==> config.mk <==
export PLATFORM = sky130hd
export DESIGN_NAME = mcg_clock_gen
export DESIGN_NICKNAME = d
export VERILOG_FILES = /design/src/mcg_dummy_unused.sv /design/src/mcg_pkg.sv /design/src/mcg_clock_gen.sv /design/src/mcg_switch.sv
export SDC_FILE = /design/constraint.sdc
export NUM_CORES = 1
export LEC_CHECK = 0
export BUFFER_PORTS_ARGS = -buffer_cell sky130_fd_sc_hd__buf_2
export CAP_MARGIN = 30
export CORE_AREA = 2 2 133 135
export DETAILED_ROUTE_END_ITERATION = 16
export DIE_AREA = 0 0 135 137
export PLACE_DENSITY = 0.49
export SETUP_SLACK_MARGIN = 0.3
export SKIP_CTS_REPAIR_TIMING = 1
export SYNTH_ARGS = -nofsm -noshare
export SYNTH_HDL_FRONTEND = slang
export SYNTH_SLANG_ARGS = --single-unit
==> constraint.sdc <==
create_clock -name mclk_in -period 2.24 [get_ports mclk_in]
set_input_delay 0.112 -clock mclk_in [delete_from_list [all_inputs] [get_ports mclk_in]]
set_output_delay 0.112 -clock mclk_in [all_outputs]
set_load 0.01 [all_outputs]
==> src/mcg_dummy_unused.sv <==
`default_nettype none
`default_nettype wire

==> src/mcg_pkg.sv <==
// Constants shared by the clock generator control block.
// Assumes a 32-bit classic Wishbone slave; registers sit in the low byte of each word.
`default_nettype none

package mcg_pkg;
  // ==========================================================
  // Register byte offsets
  localparam logic [3:0] MCG_OFS_CTRL_ONE = 4'h0;
  localparam logic [3:0] MCG_OFS_CTRL_TWO = 4'h4;
  localparam logic [3:0] MCG_OFS_CTRL_THREE = 4'h8;
  localparam logic [3:0] MCG_OFS_STATUS = 4'hc;

  // ==========================================================
  // Reset values
  localparam logic [7:0] MCG_RST_CTRL_ONE = 8'h04;
  localparam logic [7:0] MCG_RST_CTRL_TWO = 8'h40;
  localparam logic [7:0] MCG_RST_CTRL_THREE = 8'h01;

  // ==========================================================
  // Field positions, control one
  localparam int MCG_SRC_SEL_HI = 7;
  localparam int MCG_SRC_SEL_LO = 6;
  localparam int MCG_REFERENCE_DIVIDER_HI = 5;
  localparam int MCG_REFERENCE_DIVIDER_LO = 3;
  localparam int MCG_IREF_BIT = 2;
  // Control two
  localparam int MCG_BUS_DIVIDER_HI = 7;
  localparam int MCG_BUS_DIVIDER_LO = 6;
  localparam int MCG_LP_BIT = 3;
  // Control three
  localparam int MCG_LOOP_SEL_BIT = 6;
  localparam int MCG_MULT_HI = 3;
  localparam int MCG_MULT_LO = 0;
  // Status
  localparam int MCG_LOCK_BIT = 6;
  localparam int MCG_LOOP_ST_BIT = 5;
  localparam int MCG_REF_ST_BIT = 4;
  localparam int MCG_CLK_ST_HI = 3;
  localparam int MCG_CLK_ST_LO = 2;

  // ==========================================================
  // Source select and clock status codes
  localparam logic [1:0] MCG_SRC_LOOP = 2'h0;
  localparam logic [1:0] MCG_SRC_INTERNAL = 2'h1;
  localparam logic [1:0] MCG_SRC_EXTERNAL = 2'h2;
  localparam logic [1:0] MCG_ST_FLL = 2'h0;
  localparam logic [1:0] MCG_ST_INTERNAL = 2'h1;
  localparam logic [1:0] MCG_ST_EXTERNAL = 2'h2;
  localparam logic [1:0] MCG_ST_PLL = 2'h3;

  // ==========================================================
  // Timing, clock 100 MHz
  localparam int MCG_CLK_MHZ = 100;
  localparam int MCG_SWITCH_NS = 80;
  localparam int MCG_SWITCH_CYC = (MCG_SWITCH_NS * MCG_CLK_MHZ + 999) / 1000;
  localparam int MCG_LOCK_US = 10;
  localparam int MCG_LOCK_CYC = MCG_LOCK_US * MCG_CLK_MHZ;
  localparam int MCG_LOOP_MULT_STEP = 4;
  localparam int MCG_FLL_FACTOR = 512;

  // Operating mode as seen by the hardware
  typedef enum logic [2:0] {
    MCG_MODE_INTERNAL,
    MCG_MODE_EXT_BYPASS,
    MCG_MODE_LOW_POWER,
    MCG_MODE_PLL_BYPASS,
    MCG_MODE_FLL_ENGAGED,
    MCG_MODE_PLL_ENGAGED
  } mcg_mode_t;
endpackage : mcg_pkg

`default_nettype wire

==> src/mcg_clock_gen.sv <==
// Control and status logic of the multipurpose clock generator.
// Assumes a classic Wishbone master and an analog clock core steered by these outputs.
//
// Notes on behaviour
// - Source select 10 routes the external reference to the system clock.
// - Reference divider 111 divides by 128, 010 by 4.
// - Internal reference select cleared makes the external clock the reference.
// - Reference status reads 0 once the external reference is really in use.
// - Clock status shows 10 for external, 11 for PLL driving the output.
// - Low-power set in external bypass enters bypassed low power; cleared goes to PLL bypassed once the PLL mux has switched, else external bypass.
// - Low power keeps both loops off; field writes only preset later use.
// - Loop select set chooses the phase-locked loop over the FLL.
// - Multiplier 0100 multiplies the PLL reference by 16.
// - Loop status sets once the PLL really feeds the loop clock.
// - Lock status sets when the PLL has acquired lock.
// - Source select 00 with PLL selected routes loop output to system clock.
// - With a loop engaged, output is reference over divider times multiplier over bus divider; bus half.
`default_nettype none

module mcg_clock_gen #(
  parameter int SWITCH_CYC = mcg_pkg::MCG_SWITCH_CYC,
  parameter int LOCK_CYC = mcg_pkg::MCG_LOCK_CYC,
  parameter int FLL_FACTOR = mcg_pkg::MCG_FLL_FACTOR
) (
  input wire logic mclk_in,
  input wire logic srst_in,
  // Wishbone slave
  input wire logic wb_cyc_in,
  input wire logic wb_stb_in,
  input wire logic wb_we_in,
  input wire logic [3:0] wb_adr_in,
  input wire logic [3:0] wb_sel_in,
  input wire logic [31:0] wb_dat_in,
  output logic [31:0] wb_dat_out,
  output logic wb_ack_out,
  // Clock core steering
  output logic [1:0] sys_clk_sel_out,
  output logic ext_ref_sel_out,
  output logic fll_enable_out,
  output logic pll_enable_out,
  output logic [7:0] ref_div_ratio_out,
  output logic [9:0] gen_mult_out,
  output logic [9:0] gen_div_out,
  output logic [10:0] bus_div_out,
  output logic [2:0] mode_out
);
  localparam int LCW = $clog2(LOCK_CYC + 1);

  generate
    if (LOCK_CYC < 1 || SWITCH_CYC < 1 || FLL_FACTOR < 1 || FLL_FACTOR > 1023) begin : g_bad
      $error("mcg_clock_gen parameter out of range");
    end
  endgenerate

  // ==========================================================
  // Helpers
  // Ratio of a power-of-two divider code
  function automatic logic [7:0] pow2(input logic [2:0] code);
    pow2 = 8'h01 << code;
  endfunction : pow2

  // Total divisor of the generator output: reference ratio times bus ratio
  // Limitation: 128 with bus code 3 needs 1024, which the 10-bit port cannot show
  function automatic logic [9:0] out_div(input logic [2:0] rcode, input logic [1:0] bcode);
    out_div = 10'({2'h0, pow2(rcode)} << bcode);
  endfunction : out_div

  // Bus clock divisor, one more halving; 3-bit shift count so bus code 3 cannot wrap
  function automatic logic [10:0] bus_ratio(input logic [2:0] rcode,
                                            input logic [1:0] bcode);
    bus_ratio = 11'({3'h0, pow2(rcode)} << (3'(bcode) + 3'h1));
  endfunction : bus_ratio

  // ==========================================================
  // Registers and state
  logic [7:0] ctrl_one_q;
  logic [7:0] ctrl_two_q;
  logic [7:0] ctrl_three_q;
  logic lock_q;
  logic [LCW-1:0] lock_cnt_q;
  // Register fields, decoded once
  logic [1:0] src_sel;
  logic [2:0] ref_div;
  logic int_ref;
  logic [1:0] bus_div;
  logic low_power;
  logic loop_sel;
  logic [3:0] loop_mult;
  // Loop enables and switch handshakes
  logic lp_eff;
  logic pll_on;
  logic fll_on;
  logic loop_req;
  logic loop_done;
  logic ref_done;
  logic [1:0] clk_req;
  logic [1:0] clk_done;
  // Bus side and mode decode
  logic [7:0] status;
  logic [7:0] rd_data;
  logic wr_fire;
  logic [7:0] cfg_prev_q;
  mcg_pkg::mcg_mode_t mode_d;
  // Next values of the ratio outputs
  logic [9:0] gen_mult_d;
  logic [9:0] gen_div_d;
  logic [10:0] bus_div_d;

  assign src_sel = ctrl_one_q[mcg_pkg::MCG_SRC_SEL_HI:mcg_pkg::MCG_SRC_SEL_LO];
  assign ref_div = ctrl_one_q[mcg_pkg::MCG_REFERENCE_DIVIDER_HI:mcg_pkg::MCG_REFERENCE_DIVIDER_LO];
  assign int_ref = ctrl_one_q[mcg_pkg::MCG_IREF_BIT];
  assign bus_div = ctrl_two_q[mcg_pkg::MCG_BUS_DIVIDER_HI:mcg_pkg::MCG_BUS_DIVIDER_LO];
  assign low_power = ctrl_two_q[mcg_pkg::MCG_LP_BIT];
  assign loop_sel = ctrl_three_q[mcg_pkg::MCG_LOOP_SEL_BIT];
  assign loop_mult = ctrl_three_q[mcg_pkg::MCG_MULT_HI:mcg_pkg::MCG_MULT_LO];

  // ==========================================================
  // Loop enables
  // Low power only counts while bypassing; engaging a loop overrides it
  assign lp_eff = low_power && (src_sel != mcg_pkg::MCG_SRC_LOOP);
  assign pll_on = !lp_eff && loop_sel;
  assign fll_on = !lp_eff && !loop_sel;

  // ==========================================================
  // Wishbone slave: ack one cycle after the request, write at ack edge
  // One wait state, so a master first sees ack at its second edge
  assign wr_fire = wb_cyc_in && wb_stb_in && wb_we_in && wb_ack_out && wb_sel_in[0];

  always_ff @(posedge mclk_in) begin
    if (srst_in) begin
      wb_ack_out <= 1'b0;
    end else begin
      wb_ack_out <= wb_cyc_in && wb_stb_in && !wb_ack_out;
    end
  end

  // Control registers, only the low byte lane is implemented
  // Lanes other than sel[0] are ignored, upper read bytes are zero
  always_ff @(posedge mclk_in) begin
    if (srst_in) begin
      ctrl_one_q <= mcg_pkg::MCG_RST_CTRL_ONE;
      ctrl_two_q <= mcg_pkg::MCG_RST_CTRL_TWO;
      ctrl_three_q <= mcg_pkg::MCG_RST_CTRL_THREE;
    end else if (wr_fire) begin
      unique case (wb_adr_in)
        mcg_pkg::MCG_OFS_CTRL_ONE: ctrl_one_q <= wb_dat_in[7:0];
        mcg_pkg::MCG_OFS_CTRL_TWO: ctrl_two_q <= wb_dat_in[7:0];
        mcg_pkg::MCG_OFS_CTRL_THREE: ctrl_three_q <= wb_dat_in[7:0];
        default: ;
      endcase
    end
  end

  // Read mux; unmapped addresses answer with zero, status is read-only
  always_comb begin
    unique case (wb_adr_in)
      mcg_pkg::MCG_OFS_CTRL_ONE: rd_data = ctrl_one_q;
      mcg_pkg::MCG_OFS_CTRL_TWO: rd_data = ctrl_two_q;
      mcg_pkg::MCG_OFS_CTRL_THREE: rd_data = ctrl_three_q;
      mcg_pkg::MCG_OFS_STATUS: rd_data = status;
      default: rd_data = 8'h00;
    endcase
  end

  // Read data caught on the request edge, so it already stands when ack is sampled
  always_ff @(posedge mclk_in) begin
    if (srst_in) begin
      wb_dat_out <= 32'h0000_0000;
    end else if (wb_cyc_in && wb_stb_in && !wb_ack_out && !wb_we_in) begin
      wb_dat_out <= {24'h00_0000, rd_data};
    end
  end

  // ==========================================================
  // Switch trackers
  // Reference mux: cleared select means external reference
  mcg_switch #(
    .WIDTH(1),
    .DELAY(SWITCH_CYC),
    .INIT(1'b1)
  ) u_ref_switch (
    .mclk_in(mclk_in),
    .srst_in(srst_in),
    .req_in(int_ref),
    .done_out(ref_done)
  );

  // Loop clock mux follows the loop select only while the loops run
  assign loop_req = pll_on;

  mcg_switch #(
    .WIDTH(1),
    .DELAY(SWITCH_CYC),
    .INIT(1'b0)
  ) u_loop_switch (
    .mclk_in(mclk_in),
    .srst_in(srst_in),
    .req_in(loop_req),
    .done_out(loop_done)
  );

  // Output mux request; the loop leg waits for the loop mux itself
  always_comb begin
    unique case (src_sel)
      mcg_pkg::MCG_SRC_LOOP: clk_req = loop_done ? mcg_pkg::MCG_ST_PLL
                                                  : mcg_pkg::MCG_ST_FLL;
      mcg_pkg::MCG_SRC_INTERNAL: clk_req = mcg_pkg::MCG_ST_INTERNAL;
      mcg_pkg::MCG_SRC_EXTERNAL: clk_req = mcg_pkg::MCG_ST_EXTERNAL;
      default: clk_req = mcg_pkg::MCG_ST_EXTERNAL; // Reserved code treated as bypass
    endcase
  end

  mcg_switch #(
    .WIDTH(2),
    .DELAY(SWITCH_CYC),
    .INIT(mcg_pkg::MCG_ST_FLL)
  ) u_clk_switch (
    .mclk_in(mclk_in),
    .srst_in(srst_in),
    .req_in(clk_req),
    .done_out(clk_done)
  );

  // ==========================================================
  // Lock detection
  // Any change to the PLL's divider or multiplier drops lock and restarts the count
  // A settle count stands in for the analog lock detector
  always_ff @(posedge mclk_in) begin
    if (srst_in) begin
      cfg_prev_q <= 8'h00;
    end else begin
      cfg_prev_q <= {1'b0, ref_div, loop_mult};
    end
  end

  always_ff @(posedge mclk_in) begin
    if (srst_in) begin
      lock_cnt_q <= '0;
      lock_q <= 1'b0;
    end else if (!pll_on || !loop_done || cfg_prev_q != {1'b0, ref_div, loop_mult}) begin
      lock_cnt_q <= '0;
      lock_q <= 1'b0;
    end else if (lock_cnt_q != LCW'(LOCK_CYC)) begin
      lock_cnt_q <= lock_cnt_q + 1'b1;
    end else begin
      lock_q <= 1'b1;
    end
  end

  // ==========================================================
  // Status byte, built only from completed switches and the lock flag
  // A poll therefore never sees a request before its switch is over
  always_comb begin
    status = 8'h00;
    status[mcg_pkg::MCG_LOCK_BIT] = lock_q;
    status[mcg_pkg::MCG_LOOP_ST_BIT] = loop_done;
    status[mcg_pkg::MCG_REF_ST_BIT] = ref_done;
    status[mcg_pkg::MCG_CLK_ST_HI:mcg_pkg::MCG_CLK_ST_LO] = clk_done;
  end

  // ==========================================================
  // Mode decode, from what is really in effect
  always_comb begin
    unique case (clk_done)
      mcg_pkg::MCG_ST_EXTERNAL: begin
        if (lp_eff) begin
          mode_d = mcg_pkg::MCG_MODE_LOW_POWER;
        end else if (loop_done) begin
          mode_d = mcg_pkg::MCG_MODE_PLL_BYPASS;
        end else begin
          mode_d = mcg_pkg::MCG_MODE_EXT_BYPASS;
        end
      end
      mcg_pkg::MCG_ST_PLL: mode_d = mcg_pkg::MCG_MODE_PLL_ENGAGED;
      mcg_pkg::MCG_ST_FLL: mode_d = mcg_pkg::MCG_MODE_FLL_ENGAGED;
      mcg_pkg::MCG_ST_INTERNAL: mode_d = mcg_pkg::MCG_MODE_INTERNAL;
    endcase
  end

  // ==========================================================
  // Steering outputs, all registered
  // Registered so the analog core never sees a decode glitch
  always_ff @(posedge mclk_in) begin
    if (srst_in) begin
      sys_clk_sel_out <= mcg_pkg::MCG_ST_FLL;
      ext_ref_sel_out <= 1'b0;
      fll_enable_out <= 1'b0;
      pll_enable_out <= 1'b0;
      mode_out <= 3'h0;
    end else begin
      sys_clk_sel_out <= clk_req;
      ext_ref_sel_out <= !int_ref;
      fll_enable_out <= fll_on;
      pll_enable_out <= pll_on;
      mode_out <= 3'(mode_d);
    end
  end

  // Frequency ratios; the PLL factor is four per multiplier step
  // They follow the completed switch, so they never run ahead of the status
  always_comb begin
    unique case (clk_done)
      mcg_pkg::MCG_ST_PLL: begin
        gen_mult_d = 10'(int'(loop_mult) * mcg_pkg::MCG_LOOP_MULT_STEP);
        gen_div_d = out_div(ref_div, bus_div);
        bus_div_d = bus_ratio(ref_div, bus_div);
      end
      mcg_pkg::MCG_ST_FLL: begin
        gen_mult_d = 10'(FLL_FACTOR);
        gen_div_d = out_div(ref_div, bus_div);
        bus_div_d = bus_ratio(ref_div, bus_div);
      end
      mcg_pkg::MCG_ST_EXTERNAL, mcg_pkg::MCG_ST_INTERNAL: begin
        gen_mult_d = 10'h001; // Bypass: reference over bus divider
        gen_div_d = out_div(3'h0, bus_div);
        bus_div_d = bus_ratio(3'h0, bus_div);
      end
    endcase
  end

  // Ratio outputs, registered like the steering
  always_ff @(posedge mclk_in) begin
    if (srst_in) begin
      ref_div_ratio_out <= 8'h01;
      gen_mult_out <= 10'h001;
      gen_div_out <= 10'h001;
      bus_div_out <= 11'h002;
    end else begin
      ref_div_ratio_out <= pow2(ref_div);
      gen_mult_out <= gen_mult_d;
      gen_div_out <= gen_div_d;
      bus_div_out <= bus_div_d;
    end
  end
endmodule : mcg_clock_gen

`default_nettype wire

==> src/mcg_switch.sv <==
// Glitch-free switch tracker: reports a request as done only after it held steady.
// Assumes the mux it shadows needs a fixed number of cycles to change over.
`default_nettype none

module mcg_switch #(
  parameter int WIDTH = 2,
  parameter int DELAY = 8,
  parameter logic [WIDTH-1:0] INIT = '0
) (
  input wire logic mclk_in,
  input wire logic srst_in,
  input wire logic [WIDTH-1:0] req_in,
  output logic [WIDTH-1:0] done_out
);
  localparam int CW = $clog2(DELAY + 1);

  logic [CW-1:0] cnt_q;
  logic [WIDTH-1:0] pend_q;

  generate
    if (DELAY < 1) begin : g_bad
      $error("mcg_switch DELAY must be at least one");
    end
  endgenerate

  // ==========================================================
  // Restart the wait whenever the request moves mid-switch
  always_ff @(posedge mclk_in) begin
    if (srst_in) begin
      pend_q <= INIT;
      cnt_q <= '0;
      done_out <= INIT;
    end else if (req_in != pend_q) begin
      pend_q <= req_in;
      cnt_q <= CW'(DELAY);
    end else if (cnt_q != '0) begin
      cnt_q <= cnt_q - 1'b1;
      if (cnt_q == CW'(1)) begin
        done_out <= pend_q; // Status moves only after the change-over
      end
    end
  end
endmodule : mcg_switch

`default_nettype wire

Yosys cells after proc, flatten, opt, wreduce, memory -nomap -nowiden. Index checks and enable logic that the tools add are counted.

Register bits: 119. Bits of input ports: 45.

Bitwise logic cells: 3. Multiplexer cells: 15. Eq/ne operators: 15. Reduce and logical (&&, ||, !) cells: 40. Shifts and indexed selects: 5. Add/subtract/negate cells: 5.

Operators with widths (count): $pmux 8 s4 (1); $pmux 10 s3 (1); $mux 4 (6); $pmux 11 s2 (1); $pmux 10 s2 (1); $eq 4x1->1 const B (3); $pmux 3 s4 (1); $reduce_bool 4->1 (3); $reduce_or 2->1 (6); $sub 4x1->4 const B (3); $shl 1x3->11 const A (1); $shl 8x3->11 (1); $add 10x1->10 const B (1); $ne 10x10->1 const B (1); $shl 1x2->10 const A (1); $shl 8x2->10 (1); $logic_and 1x1->1 (9); $reduce_and 3->1 (3); $eq 4x4->1 const B (2); $ne 8x7->1 (1); $reduce_bool 2->1 (4); $shl 1x3->8 const A (1); $logic_not 1->1 (7); $mux 2 (3); 12 further kinds (21).

Depth between registers and ports, before layout. Gate-level depths: netlist of run 1.

Word-level depth: 8. Gate-level depth with buffers: 7. Gate-level depth less buffers: 6.

By module. Synthesis of run 1 repeated with hierarchy kept, for this count alone.

Cells, all modules: 532. Area, all modules: 5123.7 um^2.

By module, submodules not included: mcg_clock_gen (cells each 434, times used 1, sequential area each 1881.8 um^2, area each 4149.0 um^2); mcg_switch (u_clk_switch) (cells each 38, times used 1, sequential area each 160.2 um^2, area each 377.9 um^2); mcg_switch (u_ref_switch) (cells each 30, times used 1, sequential area each 120.1 um^2, area each 299.0 um^2); mcg_switch (u_loop_switch) (cells each 30, times used 1, sequential area each 120.1 um^2, area each 297.8 um^2).

Worst setup path before layout of run 1. Ideal clock, no wire load.

Path kind: register to register. Start: reg ctrl_two_q[7]. End: reg bus_div_out[4]. Data arrival time: 1715 ps. Path slack: 440 ps. Stages on the path, launching flop included: 7. Period minus slack after synthesis: 1800 ps. Required time: 2154 ps. Library setup time: 86 ps. Cell sequence: dfxtp_1 > ha_1 > clkbuf_1 > or3b_2 > a21oi_1 > a211oi_1 > a211oi_1.

Longest elaborated chain between the ends: 3. Elaborated cells on any way between the ends: 4. Those cells by class: add/sub: 1; shift: 2; mux: 1.

Ends and longest elaborated chain: from (decl) (line mcg_clock_gen.sv:77) `logic [7:0] ctrl_two_q;`; from (signal assigned) (line mcg_clock_gen.sv:142) `ctrl_two_q <= mcg_pkg::MCG_RST_CTRL_TWO;`; from (signal assigned) (line mcg_clock_gen.sv:147) `mcg_pkg::MCG_OFS_CTRL_TWO: ctrl_two_q <= wb_dat_in[7:0];`; $add 2x1->3 (*) (line mcg_clock_gen.sv:71) `bus_ratio = 11'({3'h0, pow2(rcode)} << (3'(bcode) + 3'h1));`; $shl 8x3->11 or $shl 1x3->11 (tied branches) (line mcg_clock_gen.sv:71); $pmux 11 s2 (*) (line mcg_clock_gen.sv:302) `unique case (clk_done)`; to (signal assigned) (line mcg_clock_gen.sv:332) `bus_div_out <= bus_div_d;`; to (decl) (line mcg_clock_gen.sv:44) `output logic [10:0] bus_div_out,`.

Every way passes the cells marked *; elsewhere a longest branch is shown, timed or not. A chain may end at the register's enable or synchronous reset.

Worst setup path after layout of run 1.
Start: reg ctrl_two_q[6]. End: reg bus_div_out[7].

Same word-level chain as after synthesis.

==> summary.txt, run 1 <==
Pwr
  • Switching Fraction: 0.2625
  • Logic pwr share: 0.118
  • Total power: 5.459 mW
  • Pint: between 4 and 5 mW
  • Pwr per Cell Area: 879.3 mW/mm^2
  • Leakage: 2.585 nW
  • Sequential share of power: 0.404
  • VDD IR max: 522.4 uV
  • Switching power: ~1.4 mW
  • Share of total power in the clock network: 0.478

Floorplan
  • Die Ht: 137 microns
  • Die X: 135 microns
  • Row count: 48
  • Top Ports: 125
  • Total core area: 0.01706 sq mm
  • Initial Util: 0.2969
  • DIE AREA: 0.01850 sq mm

Place
  • Inst Count DP: just over 800
  • RePlAce Congestion: 0.8069
  • Port Buffers: 69
  • HPWL Detailed: approximately 8400 microns

Clock tree
  • Skew-Pair Late Insertion Delay: approximately 420 ps
  • CTS Buf Count: 17
  • H-tree levels: 4
  • TritonCTS clock tree: built
  • CTS root buf: clkbuf_16
  • Clk pin slew, worst setup/hold paths: 60 ps
  • Clock Sinks: approximately 110
  • Clock buffer depth: 2

Logic synthesis
  • Top cells by area, synth: dfxtp_1 (45%), mux2i_1 (5.7%), nor2_1 (5.2%)
  • Seq cells post-synth: 114
  • Ys Warns: 0
  • Syn_area_per_cell: 9.394 sq um
  • Most numerous cell in the Yosys netlist: dfxtp_1
  • Number of synthesized flops with an enable pin: 0
  • Post-synth top area cell: dfxtp_1
  • Top FF cell, synth: dfxtp_1
  • Area share of the largest cell type after synthesis: 0.4507
  • Most common library cells after synthesis: dfxtp_1 (114), nor2_1 (70), mux2i_1 (29)
  • Mapped Cells: between 500 and 600
  • Ys async rst share: 0
  • Synth cell types: 61
  • Syn Std Cell Area: 0.005064 sq mm
  • Sequential share of the synthesized area: 0.4507

Global routing
  • Total congestion overflow: 0
  • Initial antenna violation count: 0
  • GRT Total Usage: 0.1339
  • Vias in the first global route: 3,769
  • First-pass GRT wire length: around 19,000 microns
  • Largest net degree at the start of global routing: 25

Setup path
  • WP buf/inv: 0
  • Kind of critical path: reg2reg
  • Crit path DAT: 2170 ps
  • Crit path max-delay cell type: or4b_1
  • Critical-path cell list: ha_1 -> or4b_1 -> a2111oi_4 -> o21ai_1 -> a21oi_1
  • Worst path max stage delay: 510 ps
  • Critical path fanouts, max: 3
  • WP data required: 2570 ps
  • Crit start category: flip-flop
  • Crit end category: flip-flop
  • CP delay by family, top: compound AO/OA/AOI/OAI gates

Detailed routing
  • Routed length per instance: 13.95 microns
  • Post-DRT Antenna Nets: 0
  • Via Count: between 3,000 and 4,000
  • 1st-iter DRT viols: 204
  • DRC Markers: 0
  • Routed wire length: ~12,000 microns
  • Drt pass-1 iters: 4
  • Vias per inst: 4.558

STA
  • Period Utilization, post-route: 0.8192
  • Setup violations, final: 0
  • Final hold violations: 3
  • Slew @ Worst Pin: approximately 560 ps
  • WHS: -13.91 ps
  • Post-Route Setup TNS: 0 ps
  • Tmin final: 1835 ps
  • Fmax: ~540 MHz
  • Setup Skew: 9.570 ps
  • Max Slew Vio Count: 0
  • Max_slew headroom: 0.6280
  • RSZ-0062 raised after global routing: true

Worst hold path
  • Hold crit path type: in2reg

Status
  • Run status: finished, violations left
  • Failing checks: hold timing

Finish
  • Area grow syn2layout: 22.61%
  • Fraction of layout cells with a size suffix above 1: 0.2252
  • Antenna cells: 0
  • Final nets: 670
  • Core Util, Final: 0.3640
  • Post-Layout Cell Count: 851

Job
  • Max Cap Violations: 0
[cell usage in the layout, fill, tap and decap left out, types with 10 or more instances in the layout]
cell type	Yosys	layout
nor2_1	70	70
inv_1	17	17
buf_4	28	14
mux2i_1	29	29
nor3_1	20	20
ha_1	12	11
xnor2_1	11	10
dfxtp_1	114	113
clkbuf_16	0	17
a21oi_1	20	20
conb_1	1	28
xor2_1	13	13
nand2_1	26	26
buf_2	9	69
nand2b_1	11	11
[path summary, 6_finish.rpt]
check | startpoint | end | slack (ps) | depth (start not counted)
worst max-delay path | ctrl_two_q[6]$_SDFFE_PP1P_ | bus_div_out[7]$_SDFF_PP0_ | 400 | 5
worst min-delay path | wb_dat_in[1] | ctrl_three_q[1]$_SDFFE_PP0P_ | -10 | 3
worst min register to register | wb_ack_out$_SDFF_PP0_ | wb_ack_out$_SDFF_PP0_ | 470 | 1
worst max register to register | ctrl_two_q[6]$_SDFFE_PP1P_ | bus_div_out[7]$_SDFF_PP0_ | 400 | 5
[power by group through the flow]
stage	Clock [mW]	Combinational, mW	Sequential (mW)
2_1_floorplan	0	0.545	2.23
3_3_place_gp	0	0.598	2.24
3_5_place_dp	0	0.636	2.25
4_1_cts	2.67	0.641	2.20
5_1_grt	2.77	0.730	2.22
6_report	2.61	0.643	2.20
[through the flow]
step	worst slack [ps]	area [sq um]
2_1_floorplan	439.7	5165
3_3_place_gp	369.5	5543
3_5_place_dp	354.7	5543
4_1_cts	332.9	6125
5_1_grt	289.2	6208
6_report	405.0	6208
[routing by layer]
layer  track usage  routed length (microns)  up-vias
li1              -                        -     1947
met1        0.1689                     5690     1838
met2        0.2081                     5496       87
met3       0.04185                      542        7
met4       0.06424                      144        0
met5             0                        0        -
[cell type report]
type | count | area (sq um)
fill | 1760 | 10850
multi-input combinational | 373 | 2484
sequential | 114 | 2283
timing repair buffer | 89 | 510.5
clock buffer | 19 | 452.9
tap | 225 | 281.5
clock inverter | 13 | 128.9
inverter | 18 | 67.56
[cell families after synthesis]
group	synth area share
fa+ha+maj	0.02965
mux	0.08476
other cells	0.0007406
buf+inv	0.08450
xor+xnor	0.04151
simple gates	0.2128
flops	0.4507
compound gates	0.09538
[worst min-delay path, delay by kind of cell]
kind	cells	cell delay [ps]
muxes	1	70
and+or+nand+nor	1	70
buffers and inverters	1	100
[registers in the layout, summed over array words and instances, names as in the netlist, 2 cells and up]
register,count
bus_div_out,11
gen_div_out,10
lock_cnt_q,10
ctrl_one_q,8
ctrl_three_q,8
ctrl_two_q,8
ref_div_ratio_out,8
wb_dat_out,8
cfg_prev_q,7
gen_mult_out,6
u_clk_switch.cnt_q,4
u_loop_switch.cnt_q,4
u_ref_switch.cnt_q,4
mode_out,3
sys_clk_sel_out,2
u_clk_switch.done_out,2
u_clk_switch.pend_q,2
(Power assumes the default switching activity.)
==> run 2, diff against run 1 <==
==> constraint.sdc (replaced) <==
create_clock -name mclk_in -period 1.78 [get_ports mclk_in]
set_input_delay 0.089 -clock mclk_in [delete_from_list [all_inputs] [get_ports mclk_in]]
set_output_delay 0.089 -clock mclk_in [all_outputs]
set_load 0.01 [all_outputs]
==> run 2 against run 1 <==
  * The flow now finishes without violations
  * Utilization increased by 4.0 points
  * Register-to-register slack worse by 390 ps
  * Clock-buffer cell count up 2
  * Sequential power rose by 26%
  * Design area increased by 11%
  * Wire length rose by 11%
==> summary.txt, run 2 (synthesis results as in run 1) <==
Clock tree
  • CTS Buf Count: 17 (unchanged)
  • H-tree levels: 4 (unchanged)
  • Clk pin slew, worst setup/hold paths: 50 ps (was 60 ps)
  • Clock Sinks: 114 (unchanged)
  • Skew-Pair Late Insertion Delay: 420 ps (about the same)
  • CTS root buf: clkbuf_16 (unchanged)
  • TritonCTS clock tree: built (unchanged)
  • Clock buffer depth: 2 (unchanged)

Global routing
  • GRT Total Usage: 0.1405 (was 0.1339)
  • Initial antenna violation count: 0 (unchanged)
  • Vias in the first global route: 3,840 (was 3,769)
  • First-pass GRT wire length: 19,930 microns (was 19,040 microns)
  • Largest net degree at the start of global routing: 27 (was 25)
  • Total congestion overflow: 0 (unchanged)

Pwr
  • Total power: 7.256 mW (was 5.459 mW)
  • Pwr per Cell Area: 1053 mW/mm^2 (was 879.3 mW/mm^2)
  • Leakage: 2.855 nW (was 2.585 nW)
  • VDD IR max: 654.6 uV (was 522.4 uV)

STA
  • Setup violations, final: 0 (unchanged)
  • Fmax: 567.4 MHz (was 544.9 MHz)
  • Max Slew Vio Count: 0 (unchanged)
  • Setup Skew: 8.656 ps (was 9.570 ps)
  • Final hold violations: 0 (was 3)
  • RSZ-0062 raised after global routing: true (unchanged)
  • Tmin final: 1762 ps (was 1835 ps)
  • Period Utilization, post-route: 0.9901 (was 0.8192)
  • Post-Route Setup TNS: 0 ps (unchanged)

Setup path
  • Kind of critical path: reg2reg (unchanged)
  • Cell count of the worst reg-to-reg path: 7 (was 5)
  • Reg2Reg Capture Point: bus_div_out[6]$_SDFF_PP0_ (was bus_div_out[7]$_SDFF_PP0_)
  • WP data required: 2120 ps (was 2570 ps)
  • R2r setup slk: 20 ps (was 400 ps)
  • Crit end category: flip-flop (unchanged)
  • Critical path fanouts, max: 7 (was 3)
  • Crit path DAT: 2100 ps (was 2170 ps)
  • Crit start category: flip-flop (unchanged)
  • Worst reg2reg path startpoint: ctrl_two_q[7]$_SDFFE_PP0P_ (was ctrl_two_q[6]$_SDFFE_PP1P_)

Worst hold path
  • WHS Path Cells: 3 (unchanged)
  • Hold crit path type: in2reg (unchanged)
  • Worst Hold End: ctrl_one_q[3]$_SDFFE_PP0P_ (was ctrl_three_q[1]$_SDFFE_PP0P_)
  • Worst hold start: wb_dat_in[3] (was wb_dat_in[1])

Detailed routing
  • Routed length per instance: 14.81 microns (was 13.95 microns)
  • 1st-iter DRT viols: 201 (was 204)
  • Drt pass-1 iters: 7 (was 4)
  • Via Count: 4,126 (was 3,879)
  • Routed wire length: 13,160 microns (was 11,870 microns)
  • Vias per inst: 4.641 (was 4.558)
  • Post-DRT Antenna Nets: 0 (unchanged)
  • DRC Markers: 0 (unchanged)

Place
  • Inst Count DP: 828 (was 813)
  • RePlAce Congestion: 0.8266 (was 0.8069)
  • Port Buffers: 69 (unchanged)
  • Placed Area: 0.005756 sq mm (was 0.005543 sq mm)
  • HPWL Detailed: 9018 microns (was 8447 microns)

Finish
  • Most flops, register: bus_div_out (unchanged)
  • Area grow syn2layout: 36.05% (was 22.61%)
  • Fraction of layout cells with a size suffix above 1: 0.3313 (was 0.2252)
  • Post-Layout Cell Count: 889 (was 851)
  • Core Util, Final: 0.4039 (was 0.3640)
  • Regs by FF count: bus_div_out: 11 flops, gen_div_out: 10 flops, lock_cnt_q: 10 flops (unchanged)
  • Commonest non-fill, non-tap cell in the layout: dfxtp_1 (unchanged)
  • Design area: 0.006889 sq mm (was 0.006208 sq mm)
  • Antenna cells: 0 (unchanged)
  • Final nets: 708 (was 670)
  • Max reg flops: 11 (unchanged)
  • Most frequent cells in the layout: dfxtp_1 (103), buf_2 (70), nor2_1 (69) (was dfxtp_1 (113), nor2_1 (70), buf_2 (69))

Floorplan
  • Top Ports: 125 (unchanged)
  • DIE AREA: 0.01850 sq mm (unchanged)
  • Die X: 135 microns (unchanged)
  • Die Ht: 137 microns (unchanged)
  • Initial Util: 0.2969 (unchanged)
  • Total core area: 0.01706 sq mm (unchanged)
  • Row count: 48 (unchanged)

Job
  • Max Cap Violations: 0 (unchanged)

Status
  • Run status: finished, final reports clean (was finished, violations left)
==> run 2: cell count changes in the layout (fill, tap and decap cells not counted), sizes merged <==
| cell | change |
|---|---|
| clkinv | +1 |
| bufinv | +3 |
| dlygate4sd3 | +3 |
| clkinvlp | -3 |
| clkbuf | +2 |
| inv | -3 |
| buf | +35 |
==> run 2: worst max-delay path: stages (launching register included) <==
cell and delay [ps]:
dfxtp_4 350, ha_4 240, buf_4 130, buf_6 130, or2_4 280, o41ai_4 360, a21oi_2 70, o22ai_1 130
==> run 2: how the worst max path moves through the flow <==
| stage | start | endpoint | slack (ps) | cells past startpoint |
|---|---|---|---|---|
| floorplan | ctrl_two_q[7]$_SDFFE_PP0P_ | bus_div_out[7]$_SDFF_PP0_ | 140 | 5 |
| global placement | ctrl_two_q[7]$_SDFFE_PP0P_ | bus_div_out[7]$_SDFF_PP0_ | 60 | 5 |
| detailed placement | ctrl_two_q[7]$_SDFFE_PP0P_ | bus_div_out[7]$_SDFF_PP0_ | 40 | 5 |
| CTS | ctrl_two_q[7]$_SDFFE_PP0P_ | bus_div_out[7]$_SDFF_PP0_ | 10 | 5 |
| global route | ctrl_two_q[7]$_SDFFE_PP0P_ | bus_div_out[6]$_SDFF_PP0_ | -40 | 7 |
| finish | ctrl_two_q[7]$_SDFFE_PP0P_ | bus_div_out[6]$_SDFF_PP0_ | 20 | 7 |
==> run 2: cell type report <==
class                   instances  area (sq um)
clock buffers                  21         440.4
multi-input cells             373          2776
inverters                      18         67.56
fillers                      1726         10170
flip-flops and latches        114          2313
clock inverters                11         161.4
repair buffers                127         848.3
well taps                     225         281.5
==> run 2: stage by stage <==
step / setup WS (ps) / hold WS, ps
4_1_cts: 12.55 / -98.58
6_report: 17.64 / 50.17
3_5_place_dp: 41.66 / 347.2
3_3_place_gp: 61.31 / 336.6
2_1_floorplan: 141.7 / 207.3
5_1_grt: -43.98 / 57.14
==> run 2: per-layer routing <==
| metal | global-route usage | wire length, microns |
|---|---|---|
| met1 | 0.1805 | 6157 |
| met2 | 0.2191 | 6197 |
| met4 | 0.05903 | 264 |
| met5 | 0 | 0 |
| met3 | 0.04296 | 542 |
==> run 2: power by group <==
part,switching [mW],internal [mW]
sequential,0.114,2.67
clock,1.17,2.33
combinational,0.490,0.485
==> run 3, diff against run 2 <==
--- a/config.mk
+++ b/config.mk
@@ -5,11 +5,12 @@
 export SDC_FILE = /design/constraint.sdc
 export NUM_CORES = 1
 export LEC_CHECK = 0
+export ABC_AREA = 1
 export BUFFER_PORTS_ARGS = -buffer_cell sky130_fd_sc_hd__buf_2
 export CAP_MARGIN = 30
-export CORE_AREA = 2 2 133 135
+export CORE_AREA = 2 2 134 136
 export DETAILED_ROUTE_END_ITERATION = 16
-export DIE_AREA = 0 0 135 137
+export DIE_AREA = 0 0 136 138
 export PLACE_DENSITY = 0.49
 export SETUP_SLACK_MARGIN = 0.3
 export SKIP_CTS_REPAIR_TIMING = 1
==> run 3 against run 2 <==
  * The flow now finishes with violations (hold timing)
  * Sequential share of layout area up 2.0 points
  * Non-clock buffer count down 35
  * Combinational power up 9%
  * First-iteration DRC count up 56%
  * Clock power up 2%
  * Clock-buffer cell count up 1
  * Critical path depth up 4
  * Cell count up 11%
  * Via count up 6.6%
  * Critical endpoint is now bus_div_out[7]$_SDFF_PP0_
  * Largest power group unchanged
  * Highest routed layer is now met5
==> summary.txt, run 3 <==
Floorplan
  • Die Ht: 138 microns (was 137 microns)
  • Row count: 49 (was 48)
  • DIE AREA: 0.01877 sq mm (was 0.01850 sq mm)
  • Top Ports: 125 (unchanged)
  • Die X: 136 microns (was 135 microns)
  • Initial Util: 0.2933 (was 0.2969)
  • Total core area: 0.01753 sq mm (was 0.01706 sq mm)

Clock tree
  • Clk pin slew, worst setup/hold paths: 50 ps (about the same)
  • Skew-Pair Late Insertion Delay: 410 ps (was 420 ps)
  • CTS root buf: clkbuf_16 (unchanged)
  • Clock Sinks: 114 (unchanged)
  • TritonCTS clock tree: built (unchanged)
  • Clock buffer depth: 2 (unchanged)
  • CTS Buf Count: 17 (unchanged)
  • H-tree levels: 4 (unchanged)

STA
  • RSZ-0062 raised after global routing: true (unchanged)
  • Fmax: 685.5 MHz (was 567.4 MHz)
  • Tmin final: 1459 ps (was 1762 ps)
  • Period Utilization, post-route: 0.8196 (was 0.9901)
  • Setup violations, final: 0 (unchanged)
  • Max Slew Vio Count: 0 (unchanged)
  • WHS: -22.22 ps (was 50.17 ps)
  • Setup Skew: 7.185 ps (was 8.656 ps)
  • Final hold violations: 4 (was 0)
  • Post-Route Setup TNS: 0 ps (unchanged)

Global routing
  • Vias in the first global route: 3,958 (was 3,840)
  • GRT Total Usage: 0.1357 (was 0.1405)
  • Initial antenna violation count: 1 (was 0)
  • Total congestion overflow: 0 (unchanged)
  • First-pass GRT wire length: 19,930 microns (about the same)
  • Largest net degree at the start of global routing: 38 (was 27)

Finish
  • Antenna cells: 0 (unchanged)
  • Final nets: 803 (was 708)
  • Post-Layout Cell Count: 988 (was 889)
  • Fraction of layout cells with a size suffix above 1: 0.2200 (was 0.3313)
  • Most frequent cells in the layout: dfxtp_1 (108), nand2_1 (104), inv_1 (72) (was dfxtp_1 (103), buf_2 (70), nor2_1 (69))
  • Commonest non-fill, non-tap cell in the layout: dfxtp_1 (unchanged)
  • Regs by FF count: bus_div_out: 11 flops, gen_div_out: 10 flops, lock_cnt_q: 10 flops (unchanged)
  • Max reg flops: 11 (unchanged)
  • Most flops, register: bus_div_out (unchanged)
  • Area grow syn2layout: 25.13% (was 36.05%)

Setup path
  • WP data required: 2130 ps (was 2120 ps)
  • Crit path DAT: 1810 ps (was 2100 ps)
  • Critical path fanouts, max: 9 (was 7)
  • Crit end category: flip-flop (unchanged)
  • WP buf/inv: 3 (was 2)
  • Worst reg2reg path startpoint: u_clk_switch.done_out[1]$_SDFFE_PP0P_ (was ctrl_two_q[7]$_SDFFE_PP0P_)
  • Most Frequent Cell on Critical Path: nand2_1
  • Crit path max-delay cell type: dfxtp_1 (was o41ai_4)
  • Critical-path cell list: inv_1 -> ha_4 -> inv_6 -> nand2_1 -> nor2_4 -> nand2_2 -> nand2_1 -> nand2_1 -> nand2_1 -> inv_1 -> a21oi_2 (was ha_4 -> buf_4 -> buf_6 -> or2_4 -> o41ai_4 -> a21oi_2 -> o22ai_1)
  • WP depth: 11 (was 7)
  • CP delay by family, top: simple AND/OR/NAND/NOR gates (was compound AO/OA/AOI/OAI gates)
  • Setup crit start: u_clk_switch.done_out[1]$_SDFFE_PP0P_ (was ctrl_two_q[7]$_SDFFE_PP0P_)
  • Cell count of the worst reg-to-reg path: 11 (was 7)
  • Crit start category: flip-flop (unchanged)
  • Worst path max stage delay: 320 ps (was 360 ps)
  • Kind of critical path: reg2reg (unchanged)

Logic synthesis
  • Area share of the largest cell type after synthesis: 0.4437 (was 0.4507)
  • Most numerous cell in the Yosys netlist: dfxtp_1 (unchanged)
  • Synth cell types: 42 (was 61)
  • Top FF cell, synth: dfxtp_1 (unchanged)
  • Syn_area_per_cell: 7.829 sq um (was 9.394 sq um)
  • Sequential share of the synthesized area: 0.4437 (was 0.4507)
  • Post-synth top area cell: dfxtp_1 (unchanged)
  • Most common library cells after synthesis: dfxtp_1 (114), nand2_1 (105), inv_1 (72) (was dfxtp_1 (114), nor2_1 (70), mux2i_1 (29))
  • Ys Warns: 0 (unchanged)
  • Seq cells post-synth: 114 (unchanged)
  • Top cells by area, synth: dfxtp_1 (44%), nand2_1 (7.7%), inv_1 (5.3%) (was dfxtp_1 (45%), mux2i_1 (5.7%), nor2_1 (5.2%))
  • Ys async rst share: 0 (unchanged)
  • Syn Std Cell Area: 0.005144 sq mm (was 0.005064 sq mm)
  • Mapped Cells: 657 (was 539)
  • Number of synthesized flops with an enable pin: 0 (unchanged)

Detailed routing
  • Drt pass-1 iters: 5 (was 7)
  • 1st-iter DRT viols: 313 (was 201)
  • Vias per inst: 4.453 (was 4.641)
  • Routed length per instance: 12.48 microns (was 14.81 microns)
  • Post-DRT Antenna Nets: 0 (unchanged)
  • Routed wire length: 12,330 microns (was 13,160 microns)
  • DRC Markers: 0 (unchanged)
  • Via Count: 4,400 (was 4,126)

Pwr
  • Leakage: 2.887 nW (was 2.855 nW)
  • VDD IR max: 620.3 uV (was 654.6 uV)
  • Pwr per Cell Area: 1162 mW/mm^2 (was 1053 mW/mm^2)

Job
  • Max Cap Violations: 0 (unchanged)

Worst hold path
  • WHS Path Cells: 3 (unchanged)
  • Hold crit path type: in2reg (unchanged)
  • Worst hold start: wb_dat_in[1] (was wb_dat_in[3])

Place
  • Port Buffers: 69 (unchanged)
  • Inst Count DP: 945 (was 828)
  • RePlAce Congestion: 0.8200 (was 0.8266)
  • HPWL Detailed: 8931 microns (was 9018 microns)

Status
  • Failing checks: hold timing
  • Run status: finished, violations left (was finished, final reports clean)
run 3: final cells by class:
class / instances / area (sq um)
Clock inverter: 10 / 156.4
Clock buffer: 22 / 464.2
Timing Repair Buffer: 92 / 570.5
Multi-Input combinational cell: 441 / 2361
Fill cell: 1862 / 11100
Tap cell: 229 / 286.5
Inverter: 80 / 307.8
Sequential cell: 114 / 2290
run 3: where the power goes:
| part | internal (mW) | total (mW) | leakage [nW] | switching (mW) |
|---|---|---|---|---|
| clock network | 2.41 | 3.57 | 0.304 | 1.16 |
| registers | 2.74 | 2.85 | 0.926 | 0.115 |
| logic | 0.405 | 1.06 | 1.66 | 0.654 |
run 3: layer usage:
layer  wire [microns]  part of all wire  global-route usage
met1             5790              0.47              0.1788
met2             5692              0.46              0.2097
met5               11           0.00089                   0
met4              163             0.013             0.04276
met3              671             0.054             0.04474
run 3: logic make-up after synthesis:
kind of cell	Yosys count	synth area share
xor gates and xnor gates	5	0.008513
buffers and inverters	129	0.1287
and+or+nand+nor	280	0.2664
DFF	114	0.4437
AOI/OAI and AO/OA	116	0.1228
other	1	0.0007290
adders and majority gates	12	0.02919
run 3: worst paths after layout:
kind                                                           end  slack [ps]
worst max-delay path                     bus_div_out[7]$_SDFF_PP0_         320
worst min-delay path                    ctrl_one_q[1]$_SDFFE_PP0P_         -20
worst max register to register           bus_div_out[7]$_SDFF_PP0_         320
worst min register to register  u_ref_switch.cnt_q[0]$_SDFFE_PP0P_         460
run 3: through the flow:
stage	util	power [mW]	instance area [sq um]	hold WS (ps)	setup WS, ps
2_1_floorplan	-	3.698	5246	183.3	318.6
3_5_place_dp	0.3206	3.915	5622	354.9	175.1
5_1_grt	0.3671	7.881	6436	0.1152	222.8
4_1_cts	0.3560	7.513	6242	-77.12	157.8
6_report	0.3671	7.482	6436	-22.22	321.1
3_3_place_gp	0.3206	3.920	5622	350.8	195.6
run 3: worst reg2reg max path, cell delays in order (launching register included):
cell     delay, ps
dfxtp_1        320
inv_1           70
ha_4           270
inv_6           80
nand2_1         80
nor2_4         150
nand2_2         70
nand2_1         80
nand2_1         50
nand2_1         60
inv_1           50
a21oi_2        110
